## src/hw/ccs_pkg.sv

```systemverilog
// shared constants, register layouts and bus carriers for the clock strap and output control block
package ccs_pkg;

  localparam int CCS_NCH = 11;

  // clock channel indices, one bit per channel in every channel-wide vector
  localparam int CH_HOST = 0;
  localparam int CH_AGP = 1;
  localparam int CH_PERI = 2;
  localparam int CH_PERI_FREE = 3;
  localparam int CH_MEM_A = 4;
  localparam int CH_MEM_B = 5;
  localparam int CH_MEM = 6;
  localparam int CH_REFERENCE_CLOCK_OUT = 7;
  localparam int CH_USB48 = 8;
  localparam int CH_SIO24 = 9;
  localparam int CH_REF1 = 10;

  // channel groups
  localparam logic [CCS_NCH-1:0] CCS_HOST_GRP = 11'h003;
  localparam logic [CCS_NCH-1:0] CCS_PERI_GRP = 11'h004;
  localparam logic [CCS_NCH-1:0] CCS_SYNC_GRP = 11'h007;
  localparam logic [CCS_NCH-1:0] CCS_SHARED = 11'h7bc;
  localparam logic [CCS_NCH-1:0] CCS_MEM_GRP = 11'h070;

  // register byte offsets
  localparam logic [11:0] CCS_OFF_FREQ = 12'h000;
  localparam logic [11:0] CCS_OFF_OUTEN = 12'h004;
  localparam logic [11:0] CCS_OFF_TRI = 12'h008;
  localparam logic [11:0] CCS_OFF_STAT = 12'h00c;

  typedef struct packed {
    logic spread_wide;
    logic [2:0] soft_sel;
    logic sw_select;
    logic soft_sel3;
    logic [1:0] rsvd;
  } ccs_freq_reg_t;

  typedef struct packed {
    logic [2:0] fs;
    logic mode;
    logic mem_src;
    logic host_2v5;
  } ccs_strap_t;

  typedef struct packed {
    logic psel;
    logic penable;
    logic pwrite;
    logic [11:0] paddr;
    logic [31:0] pwdata;
  } ccs_apb_req_t;

  typedef struct packed {
    logic [31:0] prdata;
    logic pready;
    logic pslverr;
  } ccs_apb_rsp_t;

  localparam ccs_freq_reg_t CCS_FREQ_RST = 8'h00;
  localparam logic [CCS_NCH-1:0] CCS_OUTEN_RST = 11'h7ff;
  localparam logic [CCS_NCH-1:0] CCS_TRI_RST = 11'h000;
  localparam ccs_strap_t CCS_STRAP_RST = 6'h04;

  // strap pins are floated this long after reset before capture
  localparam int CCS_CLK_NS = 10;
  localparam int CCS_SETTLE_NS = 200;
  localparam int CCS_SETTLE_CYC = (CCS_SETTLE_NS + CCS_CLK_NS - 1) / CCS_CLK_NS;

  // half periods in ref_clk cycles; the real synthesizer tables are outside this block
  localparam int CCS_HALF_DEF [CCS_NCH] = '{2, 3, 4, 4, 2, 2, 2, 7, 2, 4, 7};

endpackage

```

## src/hw/ccs_ctrl.sv

```systemverilog
// clock strap capture, output enable/tri-state control and stop gating with apb registers
`timescale 1ns/10ps
`default_nettype none

// What this block does
// - at power up capture three frequency straps as the hardware frequency code
// - first peripheral strap pin then drives a free peripheral clock, never stop-gated
// - capture the mode strap, then drive that pin as the 24 MHz output
// - mode 1: shared pin is memory clock; mode 0: active-low host stop input
// - mode 1: second pin is memory clock; mode 0: active-low peripheral stop input
// - capture memory source strap; 1 follows host clock, 0 follows graphics clock
// - extended variant adds a fourth software select bit, giving sixteen host frequencies
// - software enables each output and selects spread depth through registers
// - software can put each output into tri-state or normal driving
// - the strap pin shared with fixed output then drives the 48 MHz clock
// - capture host buffer level strap, then drive the pin as reference clock
// - an output runs only when its enable bit and its stop input both allow
// - stopped clocks are held low and keep full high periods when stopping
// - host/peripheral clocks switch after free peripheral rise then own falling edge
module ccs_ctrl
  import ccs_pkg::*;
#(
  parameter bit EXTENDED = 1'b1, // variant with sixteen host frequencies
  parameter int SETTLE_CYC = CCS_SETTLE_CYC, // float time before strap capture
  parameter int HALF_CYC [CCS_NCH] = CCS_HALF_DEF // per channel half period
) (
  input wire logic ref_clk, // 100 MHz core clock
  input wire logic rst_n, // true power-up reset, active low
  input wire ccs_apb_req_t apb_req, // apb request from system controller
  output ccs_apb_rsp_t apb_rsp, // apb answer
  input wire logic [CCS_NCH-1:0] pin_in, // level seen on each clock pin
  output logic [CCS_NCH-1:0] clk_out, // clock level driven on each pin
  output logic [CCS_NCH-1:0] clk_oe_n, // low while the pin is driven
  output logic [3:0] freq_code, // host frequency selection in force
  output logic spread_wide, // spread depth select
  output logic host_2v5, // captured host buffer level
  output logic mem_follows_host, // memory clocks track host clock
  output logic strap_done // straps captured, pins now clocks
);

  typedef enum logic [0:0] {
    CCS_ST_FLOAT = 1'b0,
    CCS_ST_RUN = 1'b1
  } ccs_state_t;

  ccs_state_t state_r;
  logic [15:0] settle_r;
  ccs_strap_t strap_r;
  ccs_freq_reg_t freq_r;
  logic [CCS_NCH-1:0] outen_r;
  logic [CCS_NCH-1:0] tri_r;
  logic [CCS_NCH-1:0] div_raw_r;
  logic [CCS_NCH-1:0] src_raw;
  logic [CCS_NCH-1:0] src_prev_r;
  logic [CCS_NCH-1:0] want;
  logic [CCS_NCH-1:0] arm_r;
  logic [CCS_NCH-1:0] run_r;
  logic [CCS_NCH-1:0] clk_out_r;
  logic [CCS_NCH-1:0] oe_n_r;
  logic [3:0] freq_code_r;
  logic [31:0] prdata_r;
  logic host_stop_n;
  logic peri_stop_n;
  logic free_rise;
  logic wr_en;
  logic rd_setup;
  logic addr_hit;

  // strap capture: pins stay floated after reset, sampled once on entry to run
  always_ff @(posedge ref_clk or negedge rst_n)
  begin
    if (!rst_n)
    begin
      state_r <= CCS_ST_FLOAT;
      settle_r <= 16'h0000;
    end
    else
    begin
      case (state_r)
        CCS_ST_FLOAT:
        begin
          if (settle_r == 16'(SETTLE_CYC - 1))
          begin
            state_r <= CCS_ST_RUN;
          end
          else
          begin
            settle_r <= settle_r + 16'h0001;
          end
        end
        CCS_ST_RUN:
        begin
          state_r <= CCS_ST_RUN;
        end
        default:
        begin
          state_r <= CCS_ST_FLOAT;
        end
      endcase
    end
  end

  // a later warm reset cannot reach here: rst_n is the power-up reset only
  always_ff @(posedge ref_clk or negedge rst_n)
  begin
    if (!rst_n)
    begin
      strap_r <= CCS_STRAP_RST;
    end
    else if (state_r == CCS_ST_FLOAT && settle_r == 16'(SETTLE_CYC - 1))
    begin
      strap_r.fs <= {pin_in[CH_PERI], pin_in[CH_PERI_FREE], pin_in[CH_USB48]};
      strap_r.mode <= pin_in[CH_SIO24];
      strap_r.mem_src <= pin_in[CH_REF1];
      strap_r.host_2v5 <= pin_in[CH_REFERENCE_CLOCK_OUT];
    end
  end

  // apb slave: zero wait states, read data prepared during setup
  assign wr_en = apb_req.psel && apb_req.penable && apb_req.pwrite;
  assign rd_setup = apb_req.psel && !apb_req.penable && !apb_req.pwrite;
  assign addr_hit = apb_req.paddr == CCS_OFF_FREQ || apb_req.paddr == CCS_OFF_OUTEN ||
                    apb_req.paddr == CCS_OFF_TRI || apb_req.paddr == CCS_OFF_STAT;

  always_ff @(posedge ref_clk or negedge rst_n)
  begin
    if (!rst_n)
    begin
      freq_r <= CCS_FREQ_RST;
      outen_r <= CCS_OUTEN_RST;
      tri_r <= CCS_TRI_RST;
    end
    else if (wr_en)
    begin
      case (apb_req.paddr)
        CCS_OFF_FREQ:
        begin
          freq_r <= apb_req.pwdata[7:0];
        end
        CCS_OFF_OUTEN:
        begin
          outen_r <= apb_req.pwdata[CCS_NCH-1:0];
        end
        CCS_OFF_TRI:
        begin
          tri_r <= apb_req.pwdata[CCS_NCH-1:0];
        end
        default:
        begin
          freq_r <= freq_r;
        end
      endcase
    end
  end

  always_ff @(posedge ref_clk or negedge rst_n)
  begin
    if (!rst_n)
    begin
      prdata_r <= 32'h0000_0000;
    end
    else if (rd_setup)
    begin
      case (apb_req.paddr)
        CCS_OFF_FREQ:
        begin
          prdata_r <= {24'h00_0000, freq_r};
        end
        CCS_OFF_OUTEN:
        begin
          prdata_r <= {21'h00_0000, outen_r};
        end
        CCS_OFF_TRI:
        begin
          prdata_r <= {21'h00_0000, tri_r};
        end
        CCS_OFF_STAT:
        begin
          prdata_r <= {21'h00_0000, freq_code_r, strap_r, state_r == CCS_ST_RUN};
        end
        default:
        begin
          prdata_r <= 32'h0000_0000;
        end
      endcase
    end
  end

  assign apb_rsp.prdata = prdata_r;
  assign apb_rsp.pready = 1'b1;
  assign apb_rsp.pslverr = apb_req.psel && apb_req.penable && !addr_hit;

  // frequency code: hardware straps unless software selection is switched on
  always_ff @(posedge ref_clk or negedge rst_n)
  begin
    if (!rst_n)
    begin
      freq_code_r <= 4'h0;
    end
    else if (freq_r.sw_select)
    begin
      freq_code_r <= {EXTENDED ? freq_r.soft_sel3 : 1'b0, freq_r.soft_sel};
    end
    else
    begin
      freq_code_r <= {1'b0, strap_r.fs};
    end
  end

  // per channel dividers; memory channels borrow a source instead of their own
  genvar gi;
  generate
    for (gi = 0; gi < CCS_NCH; gi++)
    begin : g_div
      logic [7:0] cnt_r;
      always_ff @(posedge ref_clk or negedge rst_n)
      begin
        if (!rst_n)
        begin
          cnt_r <= 8'h00;
          div_raw_r[gi] <= 1'b0;
        end
        else if (state_r == CCS_ST_RUN)
        begin
          if (cnt_r == 8'(HALF_CYC[gi] - 1))
          begin
            cnt_r <= 8'h00;
            div_raw_r[gi] <= ~div_raw_r[gi];
          end
          else
          begin
            cnt_r <= cnt_r + 8'h01;
          end
        end
      end
      if (CCS_MEM_GRP[gi])
      begin : g_mem
        assign src_raw[gi] = strap_r.mem_src ? div_raw_r[CH_HOST] : div_raw_r[CH_AGP];
      end
      else
      begin : g_own
        assign src_raw[gi] = div_raw_r[gi];
      end
    end
  endgenerate

  // stop pins only exist in mode 0; otherwise they read as "run"
  assign host_stop_n = strap_r.mode || pin_in[CH_MEM_A];
  assign peri_stop_n = strap_r.mode || pin_in[CH_MEM_B];
  assign free_rise = src_raw[CH_PERI_FREE] && !src_prev_r[CH_PERI_FREE];

  always_comb
  begin
    want = outen_r;
    for (int i = 0; i < CCS_NCH; i++)
    begin
      if (CCS_HOST_GRP[i] && !host_stop_n)
      begin
        want[i] = 1'b0;
      end
      if (CCS_PERI_GRP[i] && !peri_stop_n)
      begin
        want[i] = 1'b0;
      end
    end
  end

  // run state changes only as the source goes low, so no high pulse is ever cut short
  always_ff @(posedge ref_clk or negedge rst_n)
  begin
    if (!rst_n)
    begin
      src_prev_r <= '0;
      arm_r <= '0;
      run_r <= '0;
    end
    else
    begin
      src_prev_r <= src_raw;
      for (int i = 0; i < CCS_NCH; i++)
      begin
        if (CCS_SYNC_GRP[i])
        begin
          if (free_rise)
          begin
            arm_r[i] <= want[i];
          end
          if (src_prev_r[i] && !src_raw[i])
          begin
            run_r[i] <= arm_r[i];
          end
        end
        else if (src_prev_r[i] && !src_raw[i])
        begin
          run_r[i] <= want[i];
        end
      end
    end
  end

  // pins: shared pins floated before capture, stop-input pins stay floated in mode 0
  always_ff @(posedge ref_clk or negedge rst_n)
  begin
    if (!rst_n)
    begin
      clk_out_r <= '0;
      oe_n_r <= '1;
    end
    else
    begin
      for (int i = 0; i < CCS_NCH; i++)
      begin
        clk_out_r[i] <= src_raw[i] && run_r[i];
        if (state_r != CCS_ST_RUN && CCS_SHARED[i])
        begin
          oe_n_r[i] <= 1'b1;
        end
        else if ((i == CH_MEM_A || i == CH_MEM_B) && !strap_r.mode)
        begin
          oe_n_r[i] <= 1'b1;
        end
        else
        begin
          oe_n_r[i] <= tri_r[i];
        end
      end
    end
  end

  assign clk_out = clk_out_r;
  assign clk_oe_n = oe_n_r;
  assign freq_code = freq_code_r;
  assign spread_wide = freq_r.spread_wide;
  assign host_2v5 = strap_r.host_2v5;
  assign mem_follows_host = strap_r.mem_src;
  assign strap_done = state_r == CCS_ST_RUN;

endmodule

`default_nettype wire

```

## config.mk

```make
export PLATFORM = sky130hd
export DESIGN_NAME = ccs_ctrl
export DESIGN_NICKNAME = d
export VERILOG_FILES = /design/src/hw/ccs_pkg.sv /design/src/hw/ccs_ctrl.sv
export SDC_FILE = /design/constraint.sdc
export NUM_CORES = 1
export LEC_CHECK = 0
export BUFFER_PORTS_ARGS = -buffer_cell sky130_fd_sc_hd__buf_4
export CAP_MARGIN = 20
export CORE_UTILIZATION = 50
export DETAILED_ROUTE_END_ITERATION = 10
export GPL_ROUTABILITY_DRIVEN = 0
export PLACE_DENSITY = 0.72
export SYNTH_ARGS = -nofsm -noshare
export SYNTH_HDL_FRONTEND = slang
export SYNTH_SLANG_ARGS = --single-unit
```

## constraint.sdc

```tcl
create_clock -name ref_clk -period 2.4 [get_ports ref_clk]
set_clock_uncertainty 0.2 [all_clocks]
set_input_delay 0.6 -clock ref_clk [delete_from_list [all_inputs] [get_ports ref_clk]]
set_output_delay 0.6 -clock ref_clk [all_outputs]
set_load 0.01 [all_outputs]
```

======== After elaboration in Yosys (flattened, before gate mapping) ========
Cells that the tools add are included.
storage, ports and cells
  word-level logic and storage cells ...... 163
  input bits .............................. 60
  output and inout bits ................... 64
  flip-flop bits (word level) ............. 208
cells by class
  reduce and logical (&&, ||, !) cells .... 60
  add/subtract/negate cells ............... 9
  multiplexer cells ....................... 26
  bitwise gates (word level) .............. 10
  eq/ne operators ......................... 12
operators by type and width
  cell                                            count
  adder 8 x 1 -> 8 bit, second input constant     8
  2-to-1 mux 8 bit                                8
  one-hot mux 11 bit (4 select lines)             1
  == test 8 x 2 -> 1 bit, second input constant   4
  logical AND 1 bit                               29
  == test 12 x 4 -> 1 bit, second input constant  2
  AND reduction 2 bit                             12
  adder 16 x 1 -> 16 bit, second input constant   1
  == test 16 x 5 -> 1 bit, second input constant  1
  == test 8 x 1 -> 1 bit, second input constant   2
  == test 8 x 3 -> 1 bit, second input constant   2
  2-to-1 mux 1 bit                                15
  logical NOT 1 bit                               13
  == test 12 x 3 -> 1 bit, second input constant  1
  logical NOT 12 bit                              1
  NOT 1 bit                                       10
  logical OR 1 bit                                5
  2-to-1 mux 4 bit                                1
  one-hot mux 1 bit (2 select lines)              1

======== Depth between registers and ports, before layout ========
Gate-level depths: netlist (run 1).
  word-level depth ........................ 6
  mapped depth ............................ 6
  mapped depth without buffers ............ 5

======== Worst setup path before layout (run 1) ========
OpenSTA, ideal clock, no wires.
  path type ............................... input-to-reg
  start ................................... input port apb_req[36] (netlist bit)
  end ..................................... register tri_r[0]
  slack ................................... 165 ps
  required time ........................... 2,075 ps
  arrival ................................. 1,911 ps
  stages on the path ...................... 5
  path buffers ............................ 1
  library setup time ...................... 125 ps
  cells stage by stage .................... nor4_1 nand3_2 nor3b_1 buf_4 mux2_2
on the way
  word-level cells in the longest chain between the ends .. 2
RTL lines
  element                        line             text
  from (decl)                    ccs_ctrl.sv:29   input wire ccs_apb_req_t apb_req,
  == test 12 x 4 -> 1 bit        ccs_ctrl.sv:135  case (apb_req.paddr)
  AND reduction 2 bit (no line)  n/a
  to (signal assigned)           ccs_ctrl.sv:146  tri_r <= apb_req.pwdata[CCS_NCH-1:0];
  to (decl)                      ccs_ctrl.sv:51   logic [CCS_NCH-1:0] tri_r;
Every way passes these cells.
A chain may end at the register's enable or synchronous reset.

==> reports/metrics.yaml, run 1 <==
outcome: "completed"
hold-worst-slack_ps: 204.3
cts_tree: "built"
max-cap-violations: 0
critPathKind: "input pin to output pin"
die_x_um: 127.8
path_clk_slew_ps: 60
die_y_um: 127.8
yosysUniqueCellTypes: 43
finalCritPeriodShare: 0.9656
grt_setup_unrepaired: "false"
top_level_ports: 124
synth.top_cells.by_area: "dfrtp_1, mux2_2, dfstp_2"
drive_gt1_frac: 0.3080
dp.cells: 903
design_area_um2: 9356
power_per_cell_area_nw_per_um2: 631.5
drcViolationCount: 0
critPathRequiredTime_ps: 1600
port-buffer-count: 77
synth_top_area_cell: "dfrtp_1"
grt_max_degree: 65
crit_path_max_incr_delay_ps: 340
start_kind: "input pin"
routed_via_density: 5.236
synthCells: 613
path_cells: "buf_4 -> nor4_1 -> nand3_2 -> and3_2 -> buf_4"
arrival_ps: 1520
crit_fanout: 2
dp_hpwl_mm: 10.47
antenna_left: 0
crit_top_cell: "buf_4"
maxSlewViolCount: 0
drtPass1Iterations: 4
slew_headroom: 0.6128
yosysMostFrequentCell: "dfrtp_1"
crit_slowest_cell: "nor4_1"
synth-async-reset-ratio: 1.000
postCtsResizedCells: 0
max_freq_mhz: 431.5
finalHoldViolations: 0
synth_seq_area_share: 0.5884
row_count: 45
start_util: 0.5169
vdd_drop_max_mv: 0.5639
synth_area_um2: 7916
die-area_um2: 16340
tightest_slew_ps: 580.9
synth.top_cells.by_count: "dfrtp_1, mux2_2, xnor2_1"
min_path_type: "input pin to flop"
crit_family: "simple AND/OR/NAND/NOR gates"
clock-root-buffer: "clkbuf_16"
detail_route.wl_per_cell_um: 15.65
total_power_mw: 5.909
drt-total-wl_mm: 14.63
fin_util: 0.6109
crit_buf_inv: 2
ys_ff_latch: 185
r2r_slack_ps: 290
grt_overflow: 0
grt_pass1_wl_mm: 24.47
clkLatencyLatePin_ps: 430
cp-end-kind: "output pin"
first_iter_violations: 241
yosys_warnings: 0
clockBufferDepth: 2
p_leak_nw: 4.472
yosysTopAreaCellShare: 0.5121
area_growth_pct: 18.19
min_period_ps: 2317
htree_levels: 4
synth_edf_count: 0
grt_usage: 0.1951
n_antenna_cell: 0
fin_nets: 787
cts_sinks: 185
avgSynthCellArea_um2: 12.91
core_area_um2: 15310
place_area_um2: 8802
grt_pass1_vias: 4978
synth_ff_type: "dfrtp_1"
cts-buffers-inserted: 17
antenna_found_initial: 0
num_vias: 4896
stdcell_count: 935
setup-violations-final: 0
==> cells in the final DEF (no fill, tap or decap), types with 22 or more instances in the layout <==
cell type / synthesis / final
nor2_1: 40 / 40
xor2_1: 29 / 29
dfstp_2: 23 / 23
buf_4: 24 / 92
conb_1: 2 / 22
nand4_1: 23 / 23
mux2_2: 55 / 55
nand2_1: 34 / 34
xnor2_1: 42 / 42
dfrtp_1: 162 / 161
==> final cells by class <==
type	instances	area, um2
Clock inverter	10	100.1
Fill cell	1178	5958
Clock buffer	20	436.7
Timing Repair Buffer	98	792.0
Multi-Input combinational cell	402	3070
Sequential cell	185	4659
Tap cell	211	264.0
Inverter	9	33.78
==> stage by stage <==
step | TNS [ps] | setup slack (ps)
detailed placement | -2274 | -118.5
global route | 0 | 50.99
CTS | 0 | 67.67
global placement | -103.7 | -36.92
finish | 0 | 82.61
floorplan | 0 | 164.6
==> logic make-up (layout without fill, tap and decap cells) <==
group,after synthesis,after routing,synth area share
simple gates,195,195,0.1391
flops,185,185,0.5884
xor+xnor,71,71,0.07855
mux,66,66,0.1048
buf+inv,46,137,0.03382
compound gates,34,34,0.03224
fa+ha+maj,14,14,0.02213
other cells,2,22,0.0009487
==> routing by layer <==
| layer | part of all wire | wire [um] | global-route usage | up-vias |
|---|---|---|---|---|
| met3 | 0.046 | 680 | 0.04758 | 21 |
| met4 | 0.018 | 257 | 0.08097 | 0 |
| met5 | 0 | 0 | 0 | - |
| met2 | 0.51 | 7393 | 0.3258 | 123 |
| met1 | 0.43 | 6301 | 0.2437 | 2455 |
| li1 | - | - | - | 2297 |
==> path summary, 6_finish.rpt <==
path,startpoint,end,cells after the start
min in group asynchronous,rst_n,arm_r[1],2
max in group asynchronous,rst_n,clk_oe_n[10],3
worst min-delay path,pin_in[9],strap_r[2],2
worst max-delay path,apb_req[37],apb_rsp[0],5
worst max register to register,settle_r[0],strap_r[5],6
worst min register to register,tri_r[6],clk_oe_n[6],0
==> report_power, final <==
part	switching [mW]	leakage [nW]	internal, mW
Combinational	0.123	1.85	0.0860
Clock	1.14	0.237	1.42
Sequential	0.00979	2.39	3.13
Total	1.27	4.47	4.64
==> flip-flops by register name, indices dropped and copies added, names as in the netlist, 9 cells and up <==
| name | count |
|---|---|
| g_div.cnt_r | 64 |
| prdata_r | 11 |
| outen_r | 11 |
| tri_r | 11 |
| settle_r | 16 |
| src_prev_r | 9 |
| run_r | 11 |
| clk_oe_n | 11 |
| clk_out | 11 |
==> what timing repair did <==
item,in CTS,in global routing
setup buffers,1,0
hold buffers,1,0
endpoints found under the hold margin,50,0
endpoints found under the setup margin,1,0
Power figures use the tool's default switching activity.
==> run 2: changes to the inputs <==
- CORE_MARGIN: not set -> 2
==> reports/metrics.yaml, run 2 (synthesized netlist as in run 1, its figures left out) <==
hold-worst-slack_ps: 201.4
hp-start: "tri_r[1]"
min_to: "clk_oe_n[1]"
min_path_type: "flop to flop"
start_util: 0.5169
crit_buf_inv: 2
finalCritPeriodShare: 0.9596
grt_overflow: 0
layout_common_cells: "dfrtp_1, buf_4, mux2_2"
crit_slowest_cell: "nor4_2"
max-cap-violations: 0
crit_top_cell: "buf_4"
fin_nets: 783
drcViolationCount: 0
routed_via_density: 5.209
drt-total-wl_mm: 14.72
num_vias: 4860
path_clk_slew_ps: 60
cts_sinks: 185
clock-root-buffer: "clkbuf_16"
outcome: "completed"
rr_worst_depth: 5
finalHoldViolations: 0
clkLatencyLatePin_ps: 430
area_growth_pct: 19.42
first_iter_violations: 274
core_area_um2: 15310
grt_setup_unrepaired: "false"
min_period_ps: 2303
cts-buffers-inserted: 17
final_common_cell: "dfrtp_1"
setup-violations-final: 0
grt_pass1_vias: 4952
arrival_ps: 1500
drive_gt1_frac: 0.3102
crit_fanout: 2
dp_hpwl_mm: 10.38
largest_reg_flops: 64
timing.rr.start: "g_div[8].cnt_r[1]"
antenna_found_initial: 0
grt_pass1_wl_mm: 24.14
reg2reg_to: "div_raw_r[8]"
num-fill-cells: 1169
die_y_um: 129.8
crit_path_max_incr_delay_ps: 320
r2r_slack_ps: 370
htree_levels: 4
top_register: "g_div.cnt_r"
tns_ps: 0
hold_path_depth: 0
grt_max_degree: 66
crit_family: "simple AND/OR/NAND/NOR gates"
drtPass1Iterations: 4
grt_usage: 0.1853
start_kind: "input pin"
critPathKind: "input pin to output pin"
maxSlewViolCount: 0
top_regs: "g_div.cnt_r (64), settle_r (16)"
row_count: 45
vdd_drop_max_mv: 0.4956
n_antenna_cell: 0
top_level_ports: 124
slew_headroom: 0.6108
critPathRequiredTime_ps: 1600
antenna_left: 0
port-buffer-count: 77
tightest_slew_ps: 578.9
cts_tree: "built"
max_freq_mhz: 434.2
power_per_cell_area_nw_per_um2: 669.0
die-area_um2: 16850
path_cells: "buf_4 -> nor4_2 -> nand3_2 -> and3_2 -> buf_4"
die_x_um: 129.8
detail_route.wl_per_cell_um: 15.78
clockBufferDepth: 2
p_leak_nw: 4.526
cp-end-kind: "output pin"
[run 2: cell types whose count changed in the layout (fill, tap and decap cells not counted), sizes merged]
cell	change
inv	-1
bufinv	+3
buf	-4
clkinvlp	-4
clkinv	+2
clkbuf	+2
[run 2: repair_timing]
action,in CTS,in global routing
endpoints found under the hold margin,18,0
hold buffers,1,0
pin swaps,1,0
setup endpoints to repair,1,1
setup buffers,1,0
resized for setup,1,1
[run 2: layout make-up]
type | instances | area [um2] | share of cell area
Inverter | 9 | 33.78 | 0.003573
Clock inverter | 10 | 165.2 | 0.01747
Timing Repair Buffer | 94 | 774.5 | 0.08192
Multi-Input combinational cell | 402 | 3083 | 0.3261
Clock buffer | 22 | 474.2 | 0.05016
Tap cell | 211 | 264.0 | 0.02792
Sequential cell | 185 | 4659 | 0.4929
[run 2: power breakdown]
group / total (mW) / switching (mW) / internal [mW] / leakage [nW]
registers: 3.14 / 0.0101 / 3.13 / 2.39
clock network: 2.97 / 1.14 / 1.83 / 0.303
logic: 0.207 / 0.124 / 0.0826 / 1.84
total: 6.32 / 1.28 / 5.05 / 4.53
[run 2: worst max-delay path by stage]
stage,startpoint,end,slack [ps],cells after the start
after detailed placement,apb_req[36],apb_rsp[0],-160,5
final,apb_req[36],apb_rsp[0],100,5
after global placement,apb_req[36],apb_rsp[0],-40,5
after CTS,apb_req[37],apb_rsp[0],50,5
after floorplan,apb_req[36],tri_r[0],160,5
after global routing,apb_req[36],apb_rsp[0],40,5
[run 2: per-stage QoR]
step / utilization / worst slack, ps / std cells / power (mW) / area [um2]
2_1_floorplan: - / 164.6 / 633 / 3.283 / 7991
3_5_place_dp: 0.5736 / -160.3 / 899 / 3.408 / 8785
3_3_place_gp: 0.5736 / -37.16 / 899 / 3.403 / 8785
4_1_cts: 0.6169 / 53.79 / 933 / 6.379 / 9448
6_report: 0.6173 / 96.92 / 933 / 6.325 / 9454
5_1_grt: 0.6173 / 40.47 / 933 / 6.519 / 9454
[run 2: layer usage]
metal,vias up,routed length (um),track usage
met2,138,7021,0.3055
met4,0,272,0.07337
li1,2298,-,-
met3,17,762,0.04182
met5,-,0,0
met1,2407,6664,0.2403
==> run 3: changes to the inputs <==
- REMOVE_ABC_BUFFERS: not set -> 1
==> reports/metrics.yaml, run 3 (synthesized netlist as in run 1, its figures left out) <==
top_level_ports: 124
vdd_drop_max_mv: 0.5509
finalHoldViolations: 0
critPathKind: "input pin to output pin"
slew_headroom: 0.6598
grt_setup_unrepaired: "false"
detail_route.wl_per_cell_um: 16.19
grt_pass1_vias: 5017
fin_nets: 789
grt_usage: 0.1903
top_register: "g_div.cnt_r"
drive_gt1_frac: 0.3201
drt-total-wl_mm: 15.20
port-buffer-count: 77
tightest_slew_ps: 510.3
first_iter_violations: 230
row_count: 45
crit_fanout: 2
cts_tree: "built"
start_kind: "input pin"
area_growth_pct: 18.65
drcViolationCount: 0
cp-end-kind: "output pin"
dp_hpwl_mm: 10.79
start_util: 0.5169
num_vias: 4986
hold-worst-slack_ps: 201.9
maxSlewViolCount: 0
antenna_left: 0
n_antenna_cell: 0
grt_overflow: 0
largest_reg_flops: 64
die_x_um: 129.8
p_leak_nw: 4.505
min_period_ps: 2276
routed_via_density: 5.310
critPathRequiredTime_ps: 1600
drtPass1Iterations: 4
final_common_cell: "dfrtp_1"
cts-buffers-inserted: 17
htree_levels: 4
grt_max_degree: 54
outcome: "completed"
arrival_ps: 1480
core_area_um2: 15310
min_path_type: "input pin to flop"
num-fill-cells: 1163
clockBufferDepth: 2
max-cap-violations: 0
top_regs: "g_div.cnt_r (64), settle_r (16)"
layout_common_cells: "dfrtp_1, buf_4, mux2_2"
clock-root-buffer: "clkbuf_16"
die_y_um: 129.8
tns_ps: 0
power_per_cell_area_nw_per_um2: 637.4
max_freq_mhz: 439.4
setup-violations-final: 0
finalCritPeriodShare: 0.9483
path_clk_slew_ps: 70
clkLatencyLatePin_ps: 430
cts_sinks: 185
die-area_um2: 16850
grt_pass1_wl_mm: 24.79
antenna_found_initial: 0
-- run 3: final timing paths --
kind,startpoint,to,slack [ps],cells past startpoint
hold reg to reg,tri_r[0],clk_oe_n[0],210,0
hold / removal,pin_in[7],host_2v5,200,2
setup / recovery,apb_req[36],apb_rsp[0],120,5
min in group asynchronous,rst_n,g_div[7].cnt_r[6],490,2
setup reg to reg,g_div[8].cnt_r[1],div_raw_r[8],300,5
max in group asynchronous,rst_n,outen_r[2],810,3
-- run 3: worst max-delay path: stages --
cell     delay, ps
buf_4          110
nor4_2         300
nand3_2        110
and3_2         220
buf_4          140
-- run 3: report_power, final --
part	total (mW)	switching (mW)	leakage [nW]	internal (mW)
logic	0.210	0.126	1.86	0.0836
clock network	2.64	1.23	0.264	1.41
registers	3.14	0.00892	2.39	3.13
-- run 3: timing repair --
| item | 4_1_cts | 5_1_grt |
|---|---|---|
| gates cloned | 0 | 0 |
| hold endpoints to repair | 47 | 0 |
| gates resized for setup | 0 | 2 |
| hold buffers | 1 | 0 |
| endpoints found under the setup margin | 1 | 1 |
| buffers inserted | 1 | 0 |
| pin swaps | 1 | 0 |
-- run 3: cell type report --
cell class | count | area [um2] | share of cell area
multi-input combinational | 402 | 3089 | 0.3289
tap | 211 | 264.0 | 0.02811
inverter | 9 | 33.78 | 0.003597
clock buffer | 19 | 452.9 | 0.04822
clock inverter | 13 | 111.4 | 0.01186
sequential | 185 | 4659 | 0.4961
timing repair buffer | 100 | 782.0 | 0.08326
-- run 3: stage by stage --
| step | utilization | area [um2] | power [mW] | setup slack (ps) | instances |
|---|---|---|---|---|---|
| global placement | 0.5745 | 8798 | 3.406 | -75.20 | 905 |
| global route | 0.6133 | 9393 | 6.210 | 27.13 | 939 |
| detailed placement | 0.5745 | 8798 | 3.409 | -132.1 | 905 |
| CTS | 0.6125 | 9380 | 6.042 | 58.44 | 939 |
| finish | 0.6133 | 9393 | 5.987 | 124.0 | 939 |
| floorplan | - | 7757 | 3.250 | -445.1 | 596 |
-- run 3: layer usage --
layer / GRT usage / share of wire / up-vias / routed length (um)
met4: 0.06515 / 0.017 / 0 / 258
li1: - / - / 2308 / -
met1: 0.2455 / 0.44 / 2538 / 6729
met5: 0 / 0 / - / 0
met2: 0.3160 / 0.50 / 126 / 7526
met3: 0.04838 / 0.045 / 14 / 684
